--- src/common/ssf_pkg.sv ---
`default_nettype none
package ssf_pkg;
   // register byte offsets on the apb slave
   localparam logic [7:0] OFF_STATUS    = 8'h00;
   localparam logic [7:0] OFF_CTRL      = 8'h04;
   localparam logic [7:0] OFF_TXBUF     = 8'h08;
   localparam logic [7:0] OFF_RXBUF     = 8'h0c;
   localparam logic [7:0] OFF_IRQ_STAT  = 8'h10;
   localparam logic [7:0] OFF_IRQ_MASK  = 8'h14;
   // serial_status layout and value after reset or low-power entry
   localparam logic [7:0] STATUS_RESET  = 8'h84;
   localparam int unsigned BIT_TX_HOLDING_EMPTY_FLAG     = 7;
   localparam int unsigned BIT_RX_FULL_FLAG     = 6;
   localparam int unsigned BIT_OVR      = 5;
   localparam int unsigned BIT_FRM      = 4;
   localparam int unsigned BIT_PAR      = 3;
   localparam int unsigned BIT_TX_DONE_FLAG     = 2;
   localparam int unsigned BIT_MP_BIT_RECEIVED     = 1;
   localparam int unsigned BIT_MP_BIT_TO_SEND     = 0;
   // control register layout
   localparam int unsigned CTRL_W       = 5;
   localparam logic [4:0] CTRL_RESET    = 5'h00;
   localparam int unsigned CTL_TX_ON    = 0;
   localparam int unsigned CTL_RX_ON    = 1;
   localparam int unsigned CTL_PAR_ODD  = 2;
   localparam int unsigned CTL_PAR_EN   = 3;
   localparam int unsigned CTL_SYNC     = 4;
   // interrupt status / mask layout
   localparam int unsigned IRQ_W        = 4;
   localparam logic [3:0] IRQ_RESET     = 4'h0;
   localparam int unsigned IRQ_TXE      = 0;
   localparam int unsigned IRQ_RXF      = 1;
   localparam int unsigned IRQ_ERR      = 2;
   localparam int unsigned IRQ_TX_DONE_FLAG     = 3;
   // data buffers
   localparam logic [7:0] BUF_RESET     = 8'h00;
endpackage
`default_nettype wire

--- src/ssf_status.sv ---
// Function
// - reset and low-power load status with 84h
// - sticky flags clear by read-1 then write-0
// - transmit-end and received mp bit read-only
// - tx-empty cleared by write-0 or buffer write
// - tx-empty set on shifter load or tx off
// - rx-full cleared by write-0 or buffer read
// - rx-full set on error-free character
// - rx-full kept on error or rx off
// - overrun on full buffer, new character dropped
// - overrun halts rx, and tx in sync
// - error flags kept on rx off
// - framing error when stop bit is zero, async mode only
// - only first stop bit is checked
// - framing error loads buffer, halts rx, and tx in sync
// - parity error on parity mismatch
// - parity error loads buffer, halts rx, and tx in sync
// - transmit-end cleared with tx-empty, set on last bit with tx-empty set or on tx off
`timescale 1ns/1ps
`default_nettype none
module ssf_status (
   input  wire logic        clk_i,
   input  wire logic        rst_b_i,
   // apb slave
   input  wire logic        psel_i,
   input  wire logic        penable_i,
   input  wire logic        pwrite_i,
   input  wire logic [7:0]  paddr_i,
   input  wire logic [31:0] pwdata_i,
   output logic [31:0]      prdata_o,
   output logic             pready_o,
   output logic             pslverr_o,
   // standby, watch, subactive or subsleep entry
   input  wire logic        low_power_i,
   // transmit shifter side
   input  wire logic        tx_load_i,
   input  wire logic        tx_last_bit_i,
   output logic [7:0]       tx_data_o,
   output logic             tx_data_valid_o,
   output logic             tx_halt_o,
   output logic             mp_bit_to_send_o,
   // receive shifter side
   input  wire logic        rx_done_i,
   input  wire logic [7:0]  rx_data_i,
   input  wire logic        rx_parity_bit_i,
   input  wire logic        rx_stop_bit_i,
   input  wire logic        rx_mp_bit_i,
   output logic             rx_halt_o,
   // configuration seen by the shifters
   output logic             tx_on_o,
   output logic             rx_on_o,
   output logic             parity_odd_select_o,
   output logic             parity_en_o,
   output logic             sync_mode_o,
   // level interrupt
   output logic             irq_o
);

   ////////////////////////////////////////////////////////////////////////
   // state
   logic                 tx_holding_empty_flag_reg;      // tx_holding_empty_flag
   logic                 rx_full_flag_reg;      // rx_full_flag
   logic                 ovr_reg;       // overrun_flag
   logic                 frm_reg;       // framing_flag
   logic                 par_reg;       // parity_fault_flag
   logic                 tx_done_flag_reg;      // tx_done_flag
   logic                 mp_bit_received_reg;      // mp_bit_received
   logic                 mp_bit_to_send_reg;      // mp_bit_to_send
   logic [4:0]           arm_reg;       // flag read as 1, clear allowed
   logic [ssf_pkg::CTRL_W-1:0] ctrl_reg; // serial_ctrl_reg
   logic [7:0]           tx_buf_reg;    // tx_holding_buf
   logic [7:0]           rx_buf_reg;    // rx_holding_buf
   logic [ssf_pkg::IRQ_W-1:0]  irq_stat_reg; // sticky events
   logic [ssf_pkg::IRQ_W-1:0]  irq_mask_reg; // event enables
   logic [31:0]          prdata_reg;    // read data captured in setup

   // set wins over clear in every hardware-set flag
   function automatic logic flag_next(input logic cur,
                                      input logic set,
                                      input logic clr);
      flag_next = set | (cur & ~clr);
   endfunction

   ////////////////////////////////////////////////////////////////////////
   // apb decode
   wire       setup_ph  = psel_i & ~penable_i;
   wire       access_ph = psel_i & penable_i;
   wire       wr_acc    = access_ph & pwrite_i;
   wire       rd_acc    = access_ph & ~pwrite_i;
   wire       hit_stat  = (paddr_i == ssf_pkg::OFF_STATUS);
   wire       hit_ctrl  = (paddr_i == ssf_pkg::OFF_CTRL);
   wire       hit_txbuf = (paddr_i == ssf_pkg::OFF_TXBUF);
   wire       hit_rxbuf = (paddr_i == ssf_pkg::OFF_RXBUF);
   wire       hit_istat = (paddr_i == ssf_pkg::OFF_IRQ_STAT);
   wire       hit_imask = (paddr_i == ssf_pkg::OFF_IRQ_MASK);
   wire       mapped    = hit_stat | hit_ctrl | hit_txbuf | hit_rxbuf |
                          hit_istat | hit_imask;

   // control fields
   wire       tx_on    = ctrl_reg[ssf_pkg::CTL_TX_ON];
   wire       rx_on    = ctrl_reg[ssf_pkg::CTL_RX_ON];
   wire       par_odd  = ctrl_reg[ssf_pkg::CTL_PAR_ODD];
   wire       par_en   = ctrl_reg[ssf_pkg::CTL_PAR_EN];
   wire       sync_md  = ctrl_reg[ssf_pkg::CTL_SYNC];

   wire [7:0] status_now = {tx_holding_empty_flag_reg, rx_full_flag_reg, ovr_reg, frm_reg, par_reg,
                            tx_done_flag_reg, mp_bit_received_reg, mp_bit_to_send_reg};

   // read mux; unmapped addresses read as zero
   wire [31:0] rd_mux =
      hit_stat  ? {24'h000000, status_now} :
      hit_ctrl  ? {27'h0000000, ctrl_reg} :
      hit_txbuf ? {24'h000000, tx_buf_reg} :
      hit_rxbuf ? {24'h000000, rx_buf_reg} :
      hit_istat ? {28'h0000000, irq_stat_reg} :
      hit_imask ? {28'h0000000, irq_mask_reg} : 32'h00000000;

   ////////////////////////////////////////////////////////////////////////
   // software clears: a write of 0 only counts if the flag was read as 1
   wire       wr_stat  = wr_acc & hit_stat;
   wire [4:0] sw_clr   = {5{wr_stat}} & ~pwdata_i[7:3] & arm_reg;
   wire       rd_arm   = rd_acc & hit_stat;

   ////////////////////////////////////////////////////////////////////////
   // receive path
   wire rx_halt  = ovr_reg | frm_reg | par_reg;
   wire accept   = rx_done_i & rx_on & ~rx_halt;
   // only the first stop bit arrives here; the second is never checked
   wire frm_bad  = ~sync_md & ~rx_stop_bit_i;
   wire par_bad  = par_en & ((^{rx_data_i, rx_parity_bit_i}) != par_odd);
   wire ovr_set  = accept & rx_full_flag_reg;
   wire rx_load  = accept & ~rx_full_flag_reg;
   wire rx_full_flag_set = rx_load & ~frm_bad & ~par_bad;
   wire frm_set  = rx_load & frm_bad;
   wire par_set  = rx_load & par_bad;
   wire rx_full_flag_clr = sw_clr[3] | (rd_acc & hit_rxbuf);

   ////////////////////////////////////////////////////////////////////////
   // transmit path
   wire tx_holding_empty_flag_set = tx_load_i | ~tx_on;
   wire tx_holding_empty_flag_clr = sw_clr[4] | (wr_acc & hit_txbuf);
   wire tx_done_flag_set = ~tx_on | (tx_last_bit_i & tx_holding_empty_flag_reg);
   wire tx_done_flag_clr = tx_holding_empty_flag_clr;

   // next flag values
   wire tx_holding_empty_flag_n = flag_next(tx_holding_empty_flag_reg, tx_holding_empty_flag_set, tx_holding_empty_flag_clr);
   wire rx_full_flag_n = flag_next(rx_full_flag_reg, rx_full_flag_set, rx_full_flag_clr);
   wire ovr_n  = flag_next(ovr_reg, ovr_set, sw_clr[2]);
   wire frm_n  = flag_next(frm_reg, frm_set, sw_clr[1]);
   wire par_n  = flag_next(par_reg, par_set, sw_clr[0]);
   wire tx_done_flag_n = flag_next(tx_done_flag_reg, tx_done_flag_set, tx_done_flag_clr);

   // interrupt events
   wire [3:0] irq_ev = {tx_done_flag_set & ~tx_done_flag_reg,
                        ovr_set | frm_set | par_set,
                        rx_full_flag_set,
                        tx_holding_empty_flag_set & ~tx_holding_empty_flag_reg};
   wire [3:0] irq_rd_clr = (rd_acc & hit_istat) ? prdata_reg[3:0] : 4'h0;

   ////////////////////////////////////////////////////////////////////////
   // status flags; low-power entry reloads the reset image
   always_ff @(posedge clk_i or negedge rst_b_i) begin
      if (!rst_b_i) begin
         {tx_holding_empty_flag_reg, rx_full_flag_reg, ovr_reg, frm_reg, par_reg, tx_done_flag_reg, mp_bit_received_reg,
          mp_bit_to_send_reg} <= ssf_pkg::STATUS_RESET;
      end else if (low_power_i) begin
         {tx_holding_empty_flag_reg, rx_full_flag_reg, ovr_reg, frm_reg, par_reg, tx_done_flag_reg, mp_bit_received_reg,
          mp_bit_to_send_reg} <= ssf_pkg::STATUS_RESET;
      end else begin
         tx_holding_empty_flag_reg <= tx_holding_empty_flag_n;
         rx_full_flag_reg <= rx_full_flag_n;
         ovr_reg  <= ovr_n;
         frm_reg  <= frm_n;
         par_reg  <= par_n;
         tx_done_flag_reg <= tx_done_flag_n;
         // received mp bit follows characters loaded into the buffer only
         if (rx_load) mp_bit_received_reg <= rx_mp_bit_i;
         if (wr_stat) mp_bit_to_send_reg <= pwdata_i[ssf_pkg::BIT_MP_BIT_TO_SEND];
      end
   end

   // arm bits drop together with their flag
   always_ff @(posedge clk_i or negedge rst_b_i) begin
      if (!rst_b_i) begin
         arm_reg <= 5'h00;
      end else if (low_power_i) begin
         arm_reg <= 5'h00;
      end else begin
         arm_reg <= (arm_reg | ({5{rd_arm}} & prdata_reg[7:3])) &
                    {tx_holding_empty_flag_n, rx_full_flag_n, ovr_n, frm_n, par_n};
      end
   end

   // buffers; an overrun leaves the old character in place
   always_ff @(posedge clk_i or negedge rst_b_i) begin
      if (!rst_b_i) begin
         tx_buf_reg <= ssf_pkg::BUF_RESET;
         rx_buf_reg <= ssf_pkg::BUF_RESET;
      end else begin
         if (wr_acc & hit_txbuf) tx_buf_reg <= pwdata_i[7:0];
         if (rx_load) rx_buf_reg <= rx_data_i;
      end
   end

   // control, mask and interrupt status registers
   always_ff @(posedge clk_i or negedge rst_b_i) begin
      if (!rst_b_i) begin
         ctrl_reg     <= ssf_pkg::CTRL_RESET;
         irq_mask_reg <= ssf_pkg::IRQ_RESET;
         irq_stat_reg <= ssf_pkg::IRQ_RESET;
      end else begin
         if (wr_acc & hit_ctrl) ctrl_reg <= pwdata_i[ssf_pkg::CTRL_W-1:0];
         if (wr_acc & hit_imask)
            irq_mask_reg <= pwdata_i[ssf_pkg::IRQ_W-1:0];
         // only bits that were returned are cleared, new events win
         irq_stat_reg <= irq_ev | (irq_stat_reg & ~irq_rd_clr);
      end
   end

   // read data is taken in the setup cycle so it comes from a flop
   always_ff @(posedge clk_i or negedge rst_b_i) begin
      if (!rst_b_i) begin
         prdata_reg <= 32'h00000000;
      end else if (setup_ph & ~pwrite_i) begin
         prdata_reg <= rd_mux;
      end
   end

   ////////////////////////////////////////////////////////////////////////
   // outputs
   assign prdata_o            = prdata_reg;
   assign pready_o            = access_ph;   // zero wait states
   assign pslverr_o           = access_ph & ~mapped;
   assign tx_data_o           = tx_buf_reg;
   // in sync mode a receive error freezes the transmitter too
   assign tx_halt_o           = sync_md & rx_halt;
   assign tx_data_valid_o     = ~tx_holding_empty_flag_reg & tx_on & ~tx_halt_o;
   assign mp_bit_to_send_o    = mp_bit_to_send_reg;
   assign rx_halt_o           = rx_halt;
   assign tx_on_o             = tx_on;
   assign rx_on_o             = rx_on;
   assign parity_odd_select_o = par_odd;
   assign parity_en_o         = par_en;
   assign sync_mode_o         = sync_md;
   assign irq_o               = |(irq_stat_reg & irq_mask_reg);
endmodule // ssf_status
`default_nettype wire

--- config.mk ---
export PLATFORM = sky130hd
export DESIGN_NAME = ssf_status
export DESIGN_NICKNAME = d
export VERILOG_FILES = /design/src/common/ssf_pkg.sv /design/src/ssf_status.sv
export SDC_FILE = /design/constraint.sdc
export NUM_CORES = 1
export LEC_CHECK = 0
export ABC_AREA = 1
export BUFFER_PORTS_ARGS = -buffer_cell sky130_fd_sc_hd__buf_2
export CAP_MARGIN = 20
export CORE_MARGIN = 3
export CORE_UTILIZATION = 40
export CTS_CLUSTER_DIAMETER = 60
export DETAILED_ROUTE_END_ITERATION = 16
export GPL_TIMING_DRIVEN = 1
export HOLD_SLACK_MARGIN = 0.1
export MAX_ROUTING_LAYER = met4
export PLACE_DENSITY_LB_ADDON = 0.1
export SETUP_SLACK_MARGIN = 0.02
export SLEW_MARGIN = 10
export SYNTH_ARGS = -nofsm -noshare
export SYNTH_HDL_FRONTEND = slang
export SYNTH_SLANG_ARGS = --single-unit
--- constraint.sdc ---
create_clock -name clk_i -period 3.5 [get_ports clk_i]
set_clock_uncertainty 0.2 [all_clocks]
set_input_delay 1.05 -clock clk_i [delete_from_list [all_inputs] [get_ports clk_i]]
set_output_delay 1.05 -clock clk_i [all_outputs]
set_load 0.02 [all_outputs]
Word level (Yosys, flattened, before mapping)
Index checks and enable logic that the tools add are counted.
Word-level totals
  flip-flop bits (word level): 74
  word-level logic and storage cells: 126
  output and inout port bits: 52
Cells by class
  equality and inequality tests: 6
  bitwise logic cells: 82
  muxes and demuxes: 18
  reduce and logical (&&, ||, !) cells: 5
Operators by type and width (number)
  1-bit AND: 35
  8-bit 2-to-1 mux: 4
  5-bit AND: 4
  1-bit bitwise OR: 19
  1-bit inverter: 18
  8-bit by 4-bit equality test with 1-bit output, second input constant: 2
  8-bit by 5-bit equality test with 1-bit output, second input constant: 2
  4-bit 2-to-1 mux: 3
  1-bit 2-to-1 mux: 10
  9-bit parity: 1
  4-bit AND: 2
  8-bit by 3-bit equality test with 1-bit output, second input constant: 1
  8-bit zero test: 1
  5-bit 2-to-1 mux: 1
  5-bit inverter: 1
  5-bit bitwise OR: 1
  4-bit inverter: 1
  4-bit bitwise OR: 1
  2-bit nonzero test: 2
  4-bit OR reduction: 1
  1-bit inequality test: 1

Longest topological paths before layout
  depth in word-level cells: 11
  depth in mapped cells: 13

Worst setup path after synthesis
No wires, ideal clock.
  kind: in2out
  start point: input port paddr_i[1]
  end point: output port pslverr_o
  arrival time: 2.036 ns
  stages: 4
  buffers on the path: 0
  required time: 2.250 ns
  path slack: 0.214 ns
  path through: nor2_1 -> nand2_1 -> nor2_1 -> nor4_1
On the way
  longest elaborated chain between the ends: 8
Ends and longest elaborated chain
  start, declared: RTL line ssf_status.sv:28  | input wire logic [7:0] paddr_i,
  8-bit by 3-bit equality test with 1-bit output or 8-bit zero test (tied branches): RTL line ssf_status.sv:91, ssf_status.sv:90
  1-bit bitwise OR (4 in series): RTL line ssf_status.sv:96  | wire mapped = hit_stat | hit_ctrl | hit_txbuf | hit_rxbuf |
  1-bit bitwise OR (*): RTL line ssf_status.sv:97  | hit_istat | hit_imask;
  1-bit inverter (*): RTL line ssf_status.sv:233  | assign pslverr_o = access_ph & ~mapped;
  1-bit AND (*): RTL line ssf_status.sv:233
  end, declared: RTL line ssf_status.sv:32  | output logic pslverr_o,
Mark *: on every way between the ends. The rest lies on a longest branch, timed or not.

Worst setup path in the final report
Ends and elaborated chain as after synthesis.

==> results.md <==
Outcome:
- The run finished with clean final reports.

Global routing:
- The global routing usage on met1 is 26.9%.
- Across every metal layer, demand over resource in global routing totals 19.9%.
- The global routing met2 resource utilization is 31.0%.
- Entering global routing, the biggest net connects 21 pins.
- The number of antenna violations at the first check in global routing came to 0.
- The total congestion overflow after global routing is 0.
- The first global-routing pass estimated 12600 um of wire.
- The number of global-route vias before repair is 2463.
- The layer carrying the most global-route usage is met2.
- In the global route stage, met3 resource usage came out at 3.76%.

CTS:
- CTS placed an instance of clkbuf_8 at the clock tree root.
- Counting every sink on the clock net gives 50.
- The post-cts sizing count is 0.
- After clock tree synthesis, the clock-pin slew on the worst setup and hold paths is 0.10 ns.
- The clock reaches the later pin of the worst-skew pair after 0.30 ns.
- Hold repair after CTS inserted 0 buffers.
- TritonCTS built the clock tree.
- The buffer levels on the longest clock path is 2.
- The total CTS buffers is 5.
- The H-tree generated during clock tree synthesis spans 2 levels.
- Buffers added to address setup during post-CTS repair amount to 0.

Die:
- The die covers 8060 um^2.
- The initialized floorplan defines 29 standard-cell rows.
- In this run the horizontal extent of the chip is 89.8 um.
- The initial core utilization is 42.8%.
- The height of the chip is 89.8 um.
- The core outline area is 6570 um^2.
- The number of ports placed on the die boundary is 112.

Yosys:
- The Yosys step of the flow raised 0 warnings.
- Counting flops and latches in the post-synthesis netlist gives 50.
- The largest area contributor in the netlist is dfrtp_1.
- After synthesis, the netlist uses 30 different library cells.
- Summed over its instances, the top area cell type makes up 42.8% of the synthesized netlist area.
- The most common cell in the netlist is nand2_1.
- Synthesis produced a netlist whose cell count is 367.
- The synthesized design contains 0 enable-type register cells.
- Counting instances in the post-synthesis netlist gives the leading cell types as nand2_1, dfrtp_1, inv_1.
- In this run the mean area of a mapped cell was 7.65 um^2.
- Yosys attributes the largest share of cell area to dfrtp_1, nand2_1, buf_4.
- For this run, the register share of the synthesized area comes to 44.7%.
- The cell area after synthesis is 2810 um^2.
- For this run, the leading register cell type out of synthesis is dfrtp_1.
- In the synthesized netlist the async set-or-reset flop fraction comes to 100%.

Detailed routing:
- For this run, design rule violations remaining after detail routing come to 0.
- The detailed-route via count is 2551.
- The first-pass detailed-route iteration total is 4.
- After detailed routing, the total wire length is 7560 um.
- The violation count after the first detailed-route iteration is 140.
- In the routed layout, each cell is associated on average with a via count of 4.76.
- After detailed routing, the average wire length per cell comes to 14.1 um.
- The number of nets with antenna violations after routing is 0.

Layout:
- The number of antenna diodes in the final layout is 0.
- The number of fillers in the final layout is 686.
- The area growth from synthesis to layout is 17.4%.
- For this run, the share of the core covered by cells in the final layout is 50.2%.
- The ratio of cells with drive above 1 in the final layout is 23.9%.
- For this run, the post-layout net count is 502.

Flow run:
- The max-capacitance violation count is 0.

Worst setup path:
- Data on the critical path arrives at its endpoint at 2.04 ns.
- STA classifies the critical path endpoint as a primary output.
- By startpoint and endpoint, the worst setup path is classified as input port to primary output.
- STA classifies the critical path startpoint as an input port.
- The largest fanout of any net on the critical path is 2.
- The worst endpoint required time is 2.25 ns.

STA:
- The worst max-slew margin expressed relative to the limit is 57.9%.
- Setup repair after global routing left no endpoint under its margin.
- The count of final hold-check violations came to 0.
- The period utilization is 93.9%.
- The max-slew violation total from the final report is 0.
- Counting I/O delays and the setup requirement, the final critical path takes 3.29 ns.
- The total negative slack for setup checks is 0 ns.
- At the pin with the least slew margin, the transition time is 0.629 ns.
- The achievable clock frequency is 304 MHz.
- Setup violations remaining at the end of the flow were counted as 0.
- On the final layout, the worst hold slack is 0.312 ns.

Power and ir drop:
- The power density over cell area is 342 nW/um^2.
- In this run the static leakage power is 1.76 nW.
- The largest voltage drop on the vdd net is 0.000178 V.

Place:
- Port buffering added 63 buffers.
- Detailed placement finished with a half-perimeter wire length of 6000 um.
- The placer's final routability congestion estimate is 0.889.

Min path:
- The tightest min-delay check is of the flop to flop type.
==> where the power goes <==
group | total, W | switching (W) | internal (W) | leakage [nW]
registers | 0.000612 | 0.0000114 | 0.000601 | 0.635
clock network | 0.000358 | 0.000198 | 0.000159 | 0.0472
logic | 0.000156 | 0.000110 | 0.0000463 | 1.08
==> kinds of logic (layout without fill, tap and decap cells) <==
kind of cell,count (synthesis),count (layout),share of synthesized area [%]
other cells,1,24,0.134
compound gates,60,60,11.6
flops,50,50,44.7
buf+inv,78,131,14.1
simple gates,176,176,28.9
xor+xnor,2,2,0.624
==> path summary, 6_finish.rpt <==
path	startpoint	end	slack, ns	cells after the start
min in group asynchronous	rst_b_i	irq_stat_reg[0]	0.46	1
max in group asynchronous	rst_b_i	irq_stat_reg[1]	2.00	2
setup reg to reg	ovr_reg	arm_reg[3]	1.49	10
hold / removal	prdata_o[4]	prdata_o[4]	0.31	2
setup / recovery	paddr_i[1]	pslverr_o	0.21	6
hold reg to reg	prdata_o[4]	prdata_o[4]	0.31	2
==> critical path: stages <==
cell and delay (ns):
buf_2 0.09, nor2_1 0.19, inv_2 0.06, nor4_1 0.36, nor4_1 0.10, buf_2 0.18
==> placed cells by master (no fill, tap or decap), types with 3 or more instances in the layout <==
cell	netlist	layout
nand2_1	98	98
o21ai_1	35	35
o31ai_1	3	3
o22ai_1	3	3
clkbuf_8	0	6
nand4_1	15	15
nand2_2	3	3
buf_4	26	12
conb_1	1	24
a21oi_1	10	10
nor2_1	22	22
nor2_2	3	3
nand3_1	22	22
dfrtp_1	48	48
inv_1	43	43
buf_2	4	63
o21ai_0	6	6
inv_2	5	5
==> area by class of cell <==
type                       count  area [um^2]  area share [%]
timing repair buffer          75          405            12.3
sequential                    50         1250            38.0
clock buffer                   6         82.6            2.51
tap                           93          116            3.53
multi-input combinational    262         1240            37.8
clock inverter                 2         12.5           0.380
inverter                      48          180            5.47
==> per-stage QoR <==
stage	power (W)	cell area, um^2	setup slack, ns	std cells
finish	0.00113	3300	0.213	536
global route	0.00118	3300	0.0595	536
CTS	0.00114	3300	0.180	536
detailed placement	0.000781	3200	0.196	528
global placement	0.000779	3200	0.209	528
floorplan	0.000732	2890	0.214	390
==> per-layer routing <==
metal	wire length, um	up-vias
met5	0	-
met4	121	0
met3	491	10
met2	3410	87
met1	3540	1164
li1	-	1290
Note: power is estimated with default switching activity, not from simulation.
